[src/rtl/monitor_pkg.sv]
// Constants shared by the analog monitoring sequencer and its helpers
package monitor_pkg;

  // ----------------------------------------------------------------
  // Clocking and conversion timing
  // ----------------------------------------------------------------
  localparam int CLK_HZ = 25_000_000;
  localparam int INT_CLK_HZ = 22_500;
  localparam int TICK_CYCLES = CLK_HZ / INT_CLK_HZ;
  localparam int INT_PERIOD_NS = 1_000_000_000 / INT_CLK_HZ;
  localparam int LOCAL_CONV_NS = 711_000;
  localparam int REMOTE_CONV_NS = 2_130_000;
  localparam logic [5:0] LOCAL_CONV_TICKS =
    6'((LOCAL_CONV_NS + INT_PERIOD_NS - 1) / INT_PERIOD_NS);
  localparam logic [5:0] REMOTE_CONV_TICKS =
    6'((REMOTE_CONV_NS + INT_PERIOD_NS - 1) / INT_PERIOD_NS);
  localparam logic [3:0] AVG_LAST = 4'hF;

  // ----------------------------------------------------------------
  // Channel slots in conversion order
  // ----------------------------------------------------------------
  localparam int CH_COUNT = 21;
  localparam logic [4:0] CH_REMOTE1 = 5'h00;
  localparam logic [4:0] CH_REMOTE2 = 5'h01;
  localparam logic [4:0] CH_GENERAL_ANALOG_INPUT_EIGHT = 5'h0A;
  localparam logic [4:0] CH_GENERAL_ANALOG_INPUT_NINE = 5'h0B;
  localparam logic [4:0] CH_VBAT = 5'h13;
  localparam logic [4:0] CH_LOCAL = 5'h14;

  // ----------------------------------------------------------------
  // Register map
  // ----------------------------------------------------------------
  localparam logic [7:0] ADDR_CONFIG = 8'h00;
  localparam logic [7:0] ADDR_LOCAL_TEMP = 8'h1F;
  localparam logic [7:0] ADDR_SHARED_PIN = 8'h27;
  localparam logic [7:0] ADDR_SECOND_REMOTE = 8'h29;
  localparam logic [7:0] ADDR_VALUE_BASE = 8'h60;
  localparam logic [7:0] ADDR_HIGH_BASE = 8'h80;
  localparam logic [7:0] ADDR_LOW_BASE = 8'hA0;
  localparam logic [7:0] ADDR_STATUS_BASE = 8'hC0;
  localparam logic [7:0] CONFIG_RESET = 8'h00;
  localparam logic [7:0] VALUE_RESET = 8'h00;
  localparam logic [7:0] HIGH_RESET = 8'hFF;
  localparam logic [7:0] LOW_RESET = 8'h00;
  localparam int CFG_START_BIT = 0;
  localparam int CFG_INT_EN_BIT = 1;
  localparam int CFG_INT_CLR_BIT = 2;
  localparam int CFG_PAIR_AIN_BIT = 3;

  // ----------------------------------------------------------------
  // Sequencer states
  // ----------------------------------------------------------------
  typedef enum logic [1:0] {
    SEQ_IDLE,
    SEQ_CONVERT,
    SEQ_STORE
  } seq_state_type;

endpackage : monitor_pkg

[src/rtl/analog_monitor_sequencer.sv]
// Round-robin analog monitoring sequencer with value and limit registers
//
// Functional notes
// - Completed local temperature average is written to register 1Fh.
// - Temperatures are signed 8-bit two's complement, one degree per count.
// - Config bit 3 low: pin pair is second diode; high: analog inputs.
// - Remote diode results stored as 8-bit two's complement too.
// - A remote temperature measurement lasts nominally 2.13 ms.
// - Monitoring starts when bit 0 is one and clear bit 2 zero.
// - Interrupt output is driven only while enable bit 1 is one.
// - Channels convert in turn, remote one first, local temperature last.
// - Each finished channel updates its value register without software.
// - Passes repeat until bit 0 is written zero, then monitoring stops.
// - Pin pair converted as both analog inputs and diode every pass.
// - Analog config: pair voltages go to 27h and 29h, temperature dropped.
// - Diode config: second remote temperature goes to 29h, 27h untouched.
// - Conversion takes 711 us for voltages and local, 2.13 ms remote.
// - Stored reading is the average of sixteen conversions, except on the battery channel.
// - Conversions are timed from an internal 22.5 kHz tick.
// - Voltage readings outside the high/low window raise an interrupt.
// - Temperature hot limit sets, low limit clears, giving hysteresis.
// - Battery channel converts once per pass without averaging.
`timescale 1ns/1ps
`default_nettype none

module analog_monitor_sequencer #(
  parameter int TICK_DIVIDE = monitor_pkg::TICK_CYCLES
) (
  input wire logic core_clk,
  input wire logic reset_n,
  input wire logic [7:0] reg_addr,
  input wire logic [7:0] reg_wdata,
  input wire logic reg_write,
  output logic [7:0] reg_rdata,
  input wire logic [7:0] adc_data,
  output logic [4:0] adc_channel,
  output logic adc_start,
  output logic busy,
  output logic int_n
);
  import monitor_pkg::*;

  // ----------------------------------------------------------------
  // State
  // ----------------------------------------------------------------
  logic [7:0] adc_meta_q;
  logic [7:0] adc_sync_q;

  seq_state_type state_q;
  seq_state_type state_d;
  logic [10:0] tick_div_q;
  logic [10:0] tick_div_d;
  logic [5:0] tick_count_q;
  logic [5:0] tick_count_d;
  logic [3:0] conv_count_q;
  logic [3:0] conv_count_d;
  logic [4:0] channel_q;
  logic [4:0] channel_d;
  logic adc_start_q;
  logic adc_start_d;
  logic busy_q;
  logic busy_d;

  logic [7:0] config_q;
  logic [7:0] config_d;
  logic [7:0] value_q [CH_COUNT];
  logic [7:0] value_d [CH_COUNT];
  logic [7:0] high_q [CH_COUNT];
  logic [7:0] high_d [CH_COUNT];
  logic [7:0] low_q [CH_COUNT];
  logic [7:0] low_d [CH_COUNT];
  logic [7:0] shared_pin_q;
  logic [7:0] shared_pin_d;
  logic [7:0] second_remote_q;
  logic [7:0] second_remote_d;
  logic [CH_COUNT-1:0] status_q;
  logic [CH_COUNT-1:0] status_d;
  logic [CH_COUNT-1:0] hot_q;
  logic [CH_COUNT-1:0] hot_d;
  logic [7:0] rdata_q;
  logic [7:0] rdata_d;
  logic int_n_q;
  logic int_n_d;

  // ----------------------------------------------------------------
  // Channel attributes and helper signals
  // ----------------------------------------------------------------
  logic is_remote;
  logic is_temp;
  logic is_single;
  logic pair_ain;
  logic run;
  logic tick;
  logic [5:0] conv_len;
  logic sample_now;
  logic avg_clear;
  logic [7:0] average;
  logic above;
  logic below;
  logic keep;

  // Per-channel properties of the slot being converted
  always_comb begin
    is_remote = (channel_q == CH_REMOTE1) || (channel_q == CH_REMOTE2);
    is_temp = is_remote || (channel_q == CH_LOCAL);
    is_single = channel_q == CH_VBAT;
    pair_ain = config_q[CFG_PAIR_AIN_BIT];
    run = config_q[CFG_START_BIT];
    conv_len = is_remote ? REMOTE_CONV_TICKS : LOCAL_CONV_TICKS;
    tick = tick_div_q == 11'(TICK_DIVIDE - 1);
    sample_now = (state_q == SEQ_CONVERT) && tick && (tick_count_q == 6'(conv_len - 6'h01));
    avg_clear = state_q != SEQ_CONVERT;
    // Pair readings that do not belong to the selected configuration are dropped
    keep = 1'b1;
    if (channel_q == CH_REMOTE2) begin
      keep = !pair_ain;
    end else if ((channel_q == CH_GENERAL_ANALOG_INPUT_EIGHT) || (channel_q == CH_GENERAL_ANALOG_INPUT_NINE)) begin
      keep = pair_ain;
    end
  end

  // ----------------------------------------------------------------
  // Converter data synchroniser
  // ----------------------------------------------------------------
  always_ff @(posedge core_clk or negedge reset_n) begin
    if (!reset_n) begin
      adc_meta_q <= 8'h00;
      adc_sync_q <= 8'h00;
    end else begin
      adc_meta_q <= adc_data;
      adc_sync_q <= adc_meta_q;
    end
  end

  // ----------------------------------------------------------------
  // Averaging and limit comparison
  // ----------------------------------------------------------------
  sample_averager u_averager (
    .core_clk(core_clk),
    .reset_n(reset_n),
    .clear(avg_clear),
    .add(sample_now),
    .signed_mode(is_temp),
    .single_shot(is_single),
    .sample(adc_sync_q),
    .average(average)
  );

  limit_compare u_compare (
    .value(average),
    .high_limit(high_q[channel_q]),
    .low_limit(low_q[channel_q]),
    .signed_mode(is_temp),
    .above(above),
    .below(below)
  );

  // ----------------------------------------------------------------
  // Sequencer next state
  // ----------------------------------------------------------------
  always_comb begin
    state_d = state_q;
    tick_div_d = tick ? 11'h000 : 11'(tick_div_q + 11'h001);
    tick_count_d = tick_count_q;
    conv_count_d = conv_count_q;
    channel_d = channel_q;
    adc_start_d = 1'b0;
    busy_d = state_q != SEQ_IDLE;
    case (state_q)
      SEQ_IDLE: begin
        tick_div_d = 11'h000;
        // Start needs the clear bit low as well
        if (run && !config_q[CFG_INT_CLR_BIT]) begin
          state_d = SEQ_CONVERT;
          channel_d = CH_REMOTE1;
          tick_count_d = 6'h00;
          conv_count_d = 4'h0;
          adc_start_d = 1'b1;
        end
      end
      SEQ_CONVERT: begin
        if (tick) begin
          tick_count_d = 6'(tick_count_q + 6'h01);
        end
        if (sample_now) begin
          tick_count_d = 6'h00;
          // Sixteen conversions per reading, one for the battery channel
          if (is_single || (conv_count_q == AVG_LAST)) begin
            state_d = SEQ_STORE;
          end else begin
            conv_count_d = 4'(conv_count_q + 4'h1);
            adc_start_d = 1'b1;
          end
        end
      end
      SEQ_STORE: begin
        state_d = SEQ_CONVERT;
        tick_count_d = 6'h00;
        conv_count_d = 4'h0;
        adc_start_d = 1'b1;
        if (channel_q == CH_LOCAL) begin
          channel_d = CH_REMOTE1;
        end else begin
          channel_d = 5'(channel_q + 5'h01);
        end
      end
      default: begin
        state_d = SEQ_IDLE;
      end
    endcase
    // Clearing the start bit halts monitoring at once
    if (!run) begin
      state_d = SEQ_IDLE;
      adc_start_d = 1'b0;
    end
  end

  always_ff @(posedge core_clk or negedge reset_n) begin
    if (!reset_n) begin
      state_q <= SEQ_IDLE;
      tick_div_q <= 11'h000;
      tick_count_q <= 6'h00;
      conv_count_q <= 4'h0;
      channel_q <= CH_REMOTE1;
      adc_start_q <= 1'b0;
      busy_q <= 1'b0;
    end else begin
      state_q <= state_d;
      tick_div_q <= tick_div_d;
      tick_count_q <= tick_count_d;
      conv_count_q <= conv_count_d;
      channel_q <= channel_d;
      adc_start_q <= adc_start_d;
      busy_q <= busy_d;
    end
  end

  // ----------------------------------------------------------------
  // Register file next state
  // ----------------------------------------------------------------
  always_comb begin
    config_d = config_q;
    value_d = value_q;
    high_d = high_q;
    low_d = low_q;
    shared_pin_d = shared_pin_q;
    second_remote_d = second_remote_q;
    hot_d = hot_q;
    status_d = status_q;
    rdata_d = 8'h00;
    // Software writes
    if (reg_write) begin
      if (reg_addr == ADDR_CONFIG) begin
        config_d = reg_wdata;
      end
      for (int i = 0; i < CH_COUNT; i++) begin
        if (reg_addr == 8'(ADDR_HIGH_BASE + 8'(i))) begin
          high_d[i] = reg_wdata;
        end
        if (reg_addr == 8'(ADDR_LOW_BASE + 8'(i))) begin
          low_d[i] = reg_wdata;
        end
      end
    end
    // Clear bit held high empties the limit flags
    if (config_q[CFG_INT_CLR_BIT]) begin
      status_d = '0;
    end
    // Completed reading lands in its value register; a new event wins over clear
    if (state_q == SEQ_STORE) begin
      value_d[channel_q] = average;
      if (keep) begin
        if (channel_q == CH_GENERAL_ANALOG_INPUT_EIGHT) begin
          shared_pin_d = average;
        end else if ((channel_q == CH_GENERAL_ANALOG_INPUT_NINE) || (channel_q == CH_REMOTE2)) begin
          second_remote_d = average;
        end
        if (is_temp) begin
          // Hot limit sets, falling under the low limit clears
          if (above) begin
            hot_d[channel_q] = 1'b1;
          end else if (below) begin
            hot_d[channel_q] = 1'b0;
          end
          if (hot_d[channel_q]) begin
            status_d[channel_q] = 1'b1;
          end
        end else if (above || below) begin
          status_d[channel_q] = 1'b1;
        end
      end
    end
    // Read data for the current address
    if (reg_addr == ADDR_CONFIG) begin
      rdata_d = config_q;
    end else if (reg_addr == ADDR_LOCAL_TEMP) begin
      rdata_d = value_q[CH_LOCAL];
    end else if (reg_addr == ADDR_SHARED_PIN) begin
      rdata_d = shared_pin_q;
    end else if (reg_addr == ADDR_SECOND_REMOTE) begin
      rdata_d = second_remote_q;
    end else if (reg_addr == ADDR_STATUS_BASE) begin
      rdata_d = status_q[7:0];
    end else if (reg_addr == 8'(ADDR_STATUS_BASE + 8'h01)) begin
      rdata_d = status_q[15:8];
    end else if (reg_addr == 8'(ADDR_STATUS_BASE + 8'h02)) begin
      rdata_d = {3'h0, status_q[20:16]};
    end else begin
      for (int i = 0; i < CH_COUNT; i++) begin
        if (reg_addr == 8'(ADDR_VALUE_BASE + 8'(i))) begin
          rdata_d = value_q[i];
        end
        if (reg_addr == 8'(ADDR_HIGH_BASE + 8'(i))) begin
          rdata_d = high_q[i];
        end
        if (reg_addr == 8'(ADDR_LOW_BASE + 8'(i))) begin
          rdata_d = low_q[i];
        end
      end
    end
    // Interrupt driven only while enabled
    int_n_d = !(config_q[CFG_INT_EN_BIT] && (|status_q));
  end

  always_ff @(posedge core_clk or negedge reset_n) begin
    if (!reset_n) begin
      config_q <= CONFIG_RESET;
      for (int i = 0; i < CH_COUNT; i++) begin
        value_q[i] <= VALUE_RESET;
        high_q[i] <= HIGH_RESET;
        low_q[i] <= LOW_RESET;
      end
      shared_pin_q <= VALUE_RESET;
      second_remote_q <= VALUE_RESET;
      hot_q <= '0;
      status_q <= '0;
      rdata_q <= 8'h00;
      int_n_q <= 1'b1;
    end else begin
      config_q <= config_d;
      value_q <= value_d;
      high_q <= high_d;
      low_q <= low_d;
      shared_pin_q <= shared_pin_d;
      second_remote_q <= second_remote_d;
      hot_q <= hot_d;
      status_q <= status_d;
      rdata_q <= rdata_d;
      int_n_q <= int_n_d;
    end
  end

  // ----------------------------------------------------------------
  // Outputs
  // ----------------------------------------------------------------
  assign reg_rdata = rdata_q;
  assign adc_channel = channel_q;
  assign adc_start = adc_start_q;
  assign busy = busy_q;
  assign int_n = int_n_q;

endmodule : analog_monitor_sequencer
`default_nettype wire

[src/rtl/sample_averager.sv]
// Accumulates conversion samples and yields their sixteen-fold average
`timescale 1ns/1ps
`default_nettype none

module sample_averager (
  input wire logic core_clk,
  input wire logic reset_n,
  input wire logic clear,
  input wire logic add,
  input wire logic signed_mode,
  input wire logic single_shot,
  input wire logic [7:0] sample,
  output logic [7:0] average
);
  import monitor_pkg::*;

  logic [11:0] sum_q;
  logic [11:0] sum_d;
  logic [11:0] extended;

  // Sign or zero extension, then running sum
  always_comb begin
    extended = signed_mode ? {{4{sample[7]}}, sample} : {4'h0, sample};
    sum_d = sum_q;
    if (clear) begin
      sum_d = 12'h000;
    end else if (add) begin
      sum_d = 12'(sum_q + extended);
    end
  end

  always_ff @(posedge core_clk or negedge reset_n) begin
    if (!reset_n) begin
      sum_q <= 12'h000;
    end else begin
      sum_q <= sum_d;
    end
  end

  // Divide by sixteen; a single sample passes straight through
  assign average = single_shot ? sum_q[7:0] : sum_q[11:4];

endmodule : sample_averager
`default_nettype wire

[src/rtl/limit_compare.sv]
// Window comparison of a reading against its high and low limits
`timescale 1ns/1ps
`default_nettype none

module limit_compare (
  input wire logic [7:0] value,
  input wire logic [7:0] high_limit,
  input wire logic [7:0] low_limit,
  input wire logic signed_mode,
  output logic above,
  output logic below
);
  import monitor_pkg::*;

  // Flipping the sign bit turns a signed compare into an unsigned one
  logic [7:0] v_key;
  logic [7:0] h_key;
  logic [7:0] l_key;

  always_comb begin
    v_key = {value[7] ^ signed_mode, value[6:0]};
    h_key = {high_limit[7] ^ signed_mode, high_limit[6:0]};
    l_key = {low_limit[7] ^ signed_mode, low_limit[6:0]};
    above = v_key > h_key;
    below = v_key < l_key;
  end

endmodule : limit_compare
`default_nettype wire

[config.mk]
export PLATFORM = sky130hd
export DESIGN_NAME = analog_monitor_sequencer
export DESIGN_NICKNAME = d
export VERILOG_FILES = /design/src/rtl/monitor_pkg.sv /design/src/rtl/analog_monitor_sequencer.sv /design/src/rtl/sample_averager.sv /design/src/rtl/limit_compare.sv
export SDC_FILE = /design/constraint.sdc
export NUM_CORES = 1
export LEC_CHECK = 0
export BUFFER_PORTS_ARGS = -buffer_cell sky130_fd_sc_hd__buf_2
export CORE_AREA = 8 8 346 348
export DETAILED_ROUTE_END_ITERATION = 12
export DIE_AREA = 0 0 354 356
export PLACE_DENSITY_LB_ADDON = 0.3
export SLEW_MARGIN = 40
export SYNTH_ARGS = -nofsm -noshare
export SYNTH_HDL_FRONTEND = slang
export SYNTH_SLANG_ARGS = --single-unit
[constraint.sdc]
create_clock -name core_clk -period 14.4 [get_ports core_clk]
set_clock_uncertainty 0.15 [all_clocks]
set_input_delay 0.72 -clock core_clk [delete_from_list [all_inputs] [get_ports core_clk]]
set_output_delay 0.72 -clock core_clk [all_outputs]
set_load 0.01 [all_outputs]
==> results.json <==
{
  "outcome": "finished, final reports clean",
  "synth_top_area_share": 0.344,
  "cell_internal_pwr_w": 0.00310,
  "synth-async-reset-ratio": 1.00,
  "drtPass1Iterations": 6,
  "clkTransAtPathRegs_ps": 60,
  "timing.setup.tns_ps": 0,
  "largest_net_degree_at_the_start_of_global_routing": 102,
  "synth_edf_count": 0,
  "finalCritPeriodShare": 0.454,
  "synthesis_to_layout_area_growth_pct": 12.8,
  "route.detailed.drc": 0,
  "final_cells": 4707,
  "grt.overflow.total": 0,
  "synth_top_cell_by_area": "sky130_fd_sc_hd__dfrtp_1",
  "die_area_um2": 126000,
  "max_freq_mhz": 153,
  "power-per-cell-area_nw_per_um2": 108,
  "power.ir.vdd_worst_uv": 70.9,
  "cts.root.buffer_cell": "sky130_fd_sc_hd__clkbuf_16",
  "synth_simple_gate_area_frac": 0.124,
  "drt_iter0_markers": 3938,
  "final-setup-viol-count": 0,
  "largest_cells_by_area_after_synthesis": "sky130_fd_sc_hd__dfrtp_1 (34%), sky130_fd_sc_hd__dfstp_2 (13%), sky130_fd_sc_hd__mux2_2 (12%), sky130_fd_sc_hd__mux4_2 (6.0%), sky130_fd_sc_hd__nand2_1 (4.0%)",
  "dp.cells": 4563,
  "p_comb_frac": 0.069,
  "num-fill-cells": 11620,
  "gp_congestion": 0.988,
  "die_height_um": 356,
  "muxShareOfSynthArea": 0.183,
  "synth_xor_area_frac": 0.00643,
  "adder_cell_fraction_of_synth_area": 0.0131,
  "synth.avg_cell_area_um2": 10.7,
  "final_max_slew_viol_count": 0,
  "routed_wire_per_std_cell_um": 31.8,
  "fin_crit_ps": 6540,
  "power.switching_fraction": 0.255,
  "fraction_of_power_consumed_by_the_clock_network": 0.463,
  "worst_slew_margin_rel": 0.319,
  "initial_core_util": 0.299,
  "worstSkewPairLatency_ps": 650,
  "route.antenna.remaining_nets": 0,
  "synth_area_um2": 34100,
  "mappedNetlistNets": 3235,
  "yosysUniqueCellTypes": 102,
  "place.port_buffers": 42,
  "type_of_the_worst_min_delay_path": "in -> reg",
  "worst_max_slew_pin_slew_ps": 1010,
  "synthFlopType": "sky130_fd_sc_hd__dfrtp_1",
  "netlist_top_cells_count": "sky130_fd_sc_hd__dfrtp_1 (468), sky130_fd_sc_hd__nand2_1 (359), sky130_fd_sc_hd__mux2_2 (354)",
  "worstPathRequired_ps": 14770,
  "synth-seq-area-share": 0.474,
  "ys_ff_latch": 637,
  "clock-sinks": 637,
  "critical_path.max_fanout": 45,
  "fraction_of_the_mapped_netlist_area_in_compound_gates": 0.165,
  "route.vias.total": 28423,
  "grt_pass1_wl_um": 214000,
  "drive_gt1_frac": 0.287,
  "worstSetupEndpointType": "flip-flop",
  "yosysWarnings": 0,
  "grt_resource_usage_total": 0.230,
  "vias_per_cell": 6.04,
  "clock_tree.buffer_depth": 3,
  "power.sequential.fraction": 0.468,
  "fp.dieW_um": 354,
  "cts_resized": 0,
  "boundaryPins": 43,
  "grt_setup_unrepaired": "no",
  "grt_antenna_before_repair": 14,
  "worstSetupStartpointType": "flip-flop",
  "synthCells": 3173,
  "rows": 124,
  "coreArea_um2": 114000,
  "tritoncts_clock_tree": "built",
  "h-tree-depth": 3,
  "worstPathArrival_ps": 6910,
  "design.final.nets": 3190,
  "drt_wl_total_um": 150000,
  "power_leakage_nw": 16.1,
  "place.detailed.hpwl_um": 107000,
  "drv_cap": 0,
  "most_frequent_cell_after_synthesis": "sky130_fd_sc_hd__dfrtp_1",
  "cts-buffers-inserted": 73,
  "first_global_vias": 27012,
  "timing_hold_violations_final": 0,
  "setup.worst_path.class": "reg -> reg",
  "dominant_combinational_cell_family_by_area_after_synthesis": "multiplexers",
  "p_sw_w": 0.00106
}
worst max-delay path, stage by stage (launching register included):
cell and delay (ps):
sky130_fd_sc_hd__dfrtp_4 880, sky130_fd_sc_hd__ha_1 680, sky130_fd_sc_hd__and4bb_2 750, sky130_fd_sc_hd__mux2i_4 320, sky130_fd_sc_hd__buf_4 470, sky130_fd_sc_hd__inv_1 170, sky130_fd_sc_hd__ha_1 320, sky130_fd_sc_hd__nand3_1 90
sky130_fd_sc_hd__o2111ai_1 660, sky130_fd_sc_hd__nand2_1 450, sky130_fd_sc_hd__a2111oi_0 500, sky130_fd_sc_hd__o41ai_1 140, sky130_fd_sc_hd__a221oi_2 360, sky130_fd_sc_hd__a21oi_1 180, sky130_fd_sc_hd__o32ai_2 270
cell families (layout without fill, tap and decap cells):
| logic type | after synthesis | in the layout |
|---|---|---|
| adder cells (fa/ha/maj) | 35 | 35 |
| XOR/XNOR | 25 | 25 |
| buffers and inverters | 266 | 279 |
| multiplexers | 463 | 463 |
| AND/OR/NAND/NOR | 879 | 879 |
| AO/OA/AOI/OAI | 868 | 868 |
| other | 0 | 9 |
| flip-flops | 637 | 637 |
registers in the layout (all words and copies together) (netlist names), 11 cells and up:
register,count
high_q,168
low_q,168
value_q,168
hot_q,21
status_q,21
u_averager.sum_q,12
tick_div_q,11
path summary, 6_finish.rpt:
path,start,end,slack (ps),cells after the start
hold / removal,adc_data[4],adc_meta_q[4],40,1
setup / recovery,adc_channel[1],status_q[1],7860,14
max in group asynchronous,reset_n,adc_channel[1],11460,5
setup reg to reg,adc_channel[1],status_q[1],7860,14
min in group asynchronous,reset_n,low_q[34],410,2
hold reg to reg,adc_meta_q[7],adc_sync_q[7],200,0
what timing repair did:
item                      CTS  global route
setup buffers               0             0
hold endpoints to repair    1             0
hold buffers                1             0
cells in the final DEF (no fill, tap or decap), types with 52 or more instances in the layout:
master / count
sky130_fd_sc_hd__a22oi_1: 68
sky130_fd_sc_hd__clkbuf_16: 75
sky130_fd_sc_hd__o22ai_1: 52
sky130_fd_sc_hd__buf_4: 60
sky130_fd_sc_hd__a21oi_1: 185
sky130_fd_sc_hd__dfrtp_1: 466
sky130_fd_sc_hd__dfstp_2: 169
sky130_fd_sc_hd__nand3_1: 67
sky130_fd_sc_hd__mux2_2: 354
sky130_fd_sc_hd__mux4_2: 91
sky130_fd_sc_hd__o21ai_0: 256
sky130_fd_sc_hd__nor2_1: 225
sky130_fd_sc_hd__nand2_1: 358
metal layers:
metal	GRT usage	wire length, um	vias to the layer above
met2	0.349	65200	1678
met4	0.0994	7760	6
met5	0	38	-
met3	0.0452	13300	377
li1	-	-	11836
met1	0.317	63300	14526
area by class of cell:
type / instances / area, um^2 / share of cell area
clock inverters: 21 / 292 / 0.00759
multi-input cells: 2270 / 16900 / 0.441
flip-flops and latches: 637 / 16200 / 0.421
repair buffers: 113 / 821 / 0.0214
diodes: 9 / 22.5 / 0.000586
well taps: 1512 / 1890 / 0.0493
inverters: 33 / 124 / 0.00322
clock buffers: 112 / 2170 / 0.0564
through the flow:
stage | hold slack, ps | power, W | cell area (um^2) | util | worst slack [ps]
after global routing | 19.3 | 0.00429 | 38400 | 0.337 | 7630
after detailed placement | 187 | 0.00226 | 35900 | 0.315 | 8170
after global placement | 189 | 0.00226 | 35800 | 0.314 | 7940
after CTS | 4.51 | 0.00419 | 38300 | 0.337 | 8140
final | 41.3 | 0.00416 | 38400 | 0.337 | 7860
after floorplan | 181 | 0.00207 | 34100 | - | 9660
power groups by stage:
stage	Combinational (W)	Clock [W]	Sequential, W
6_report	0.000287	0.00193	0.00195
5_1_grt	0.000305	0.00204	0.00195
4_1_cts	0.000284	0.00197	0.00194
3_5_place_dp	0.000283	0	0.00197
3_3_place_gp	0.000280	0	0.00198
2_1_floorplan	0.000155	0	0.00192
(Power assumes the default switching activity.)
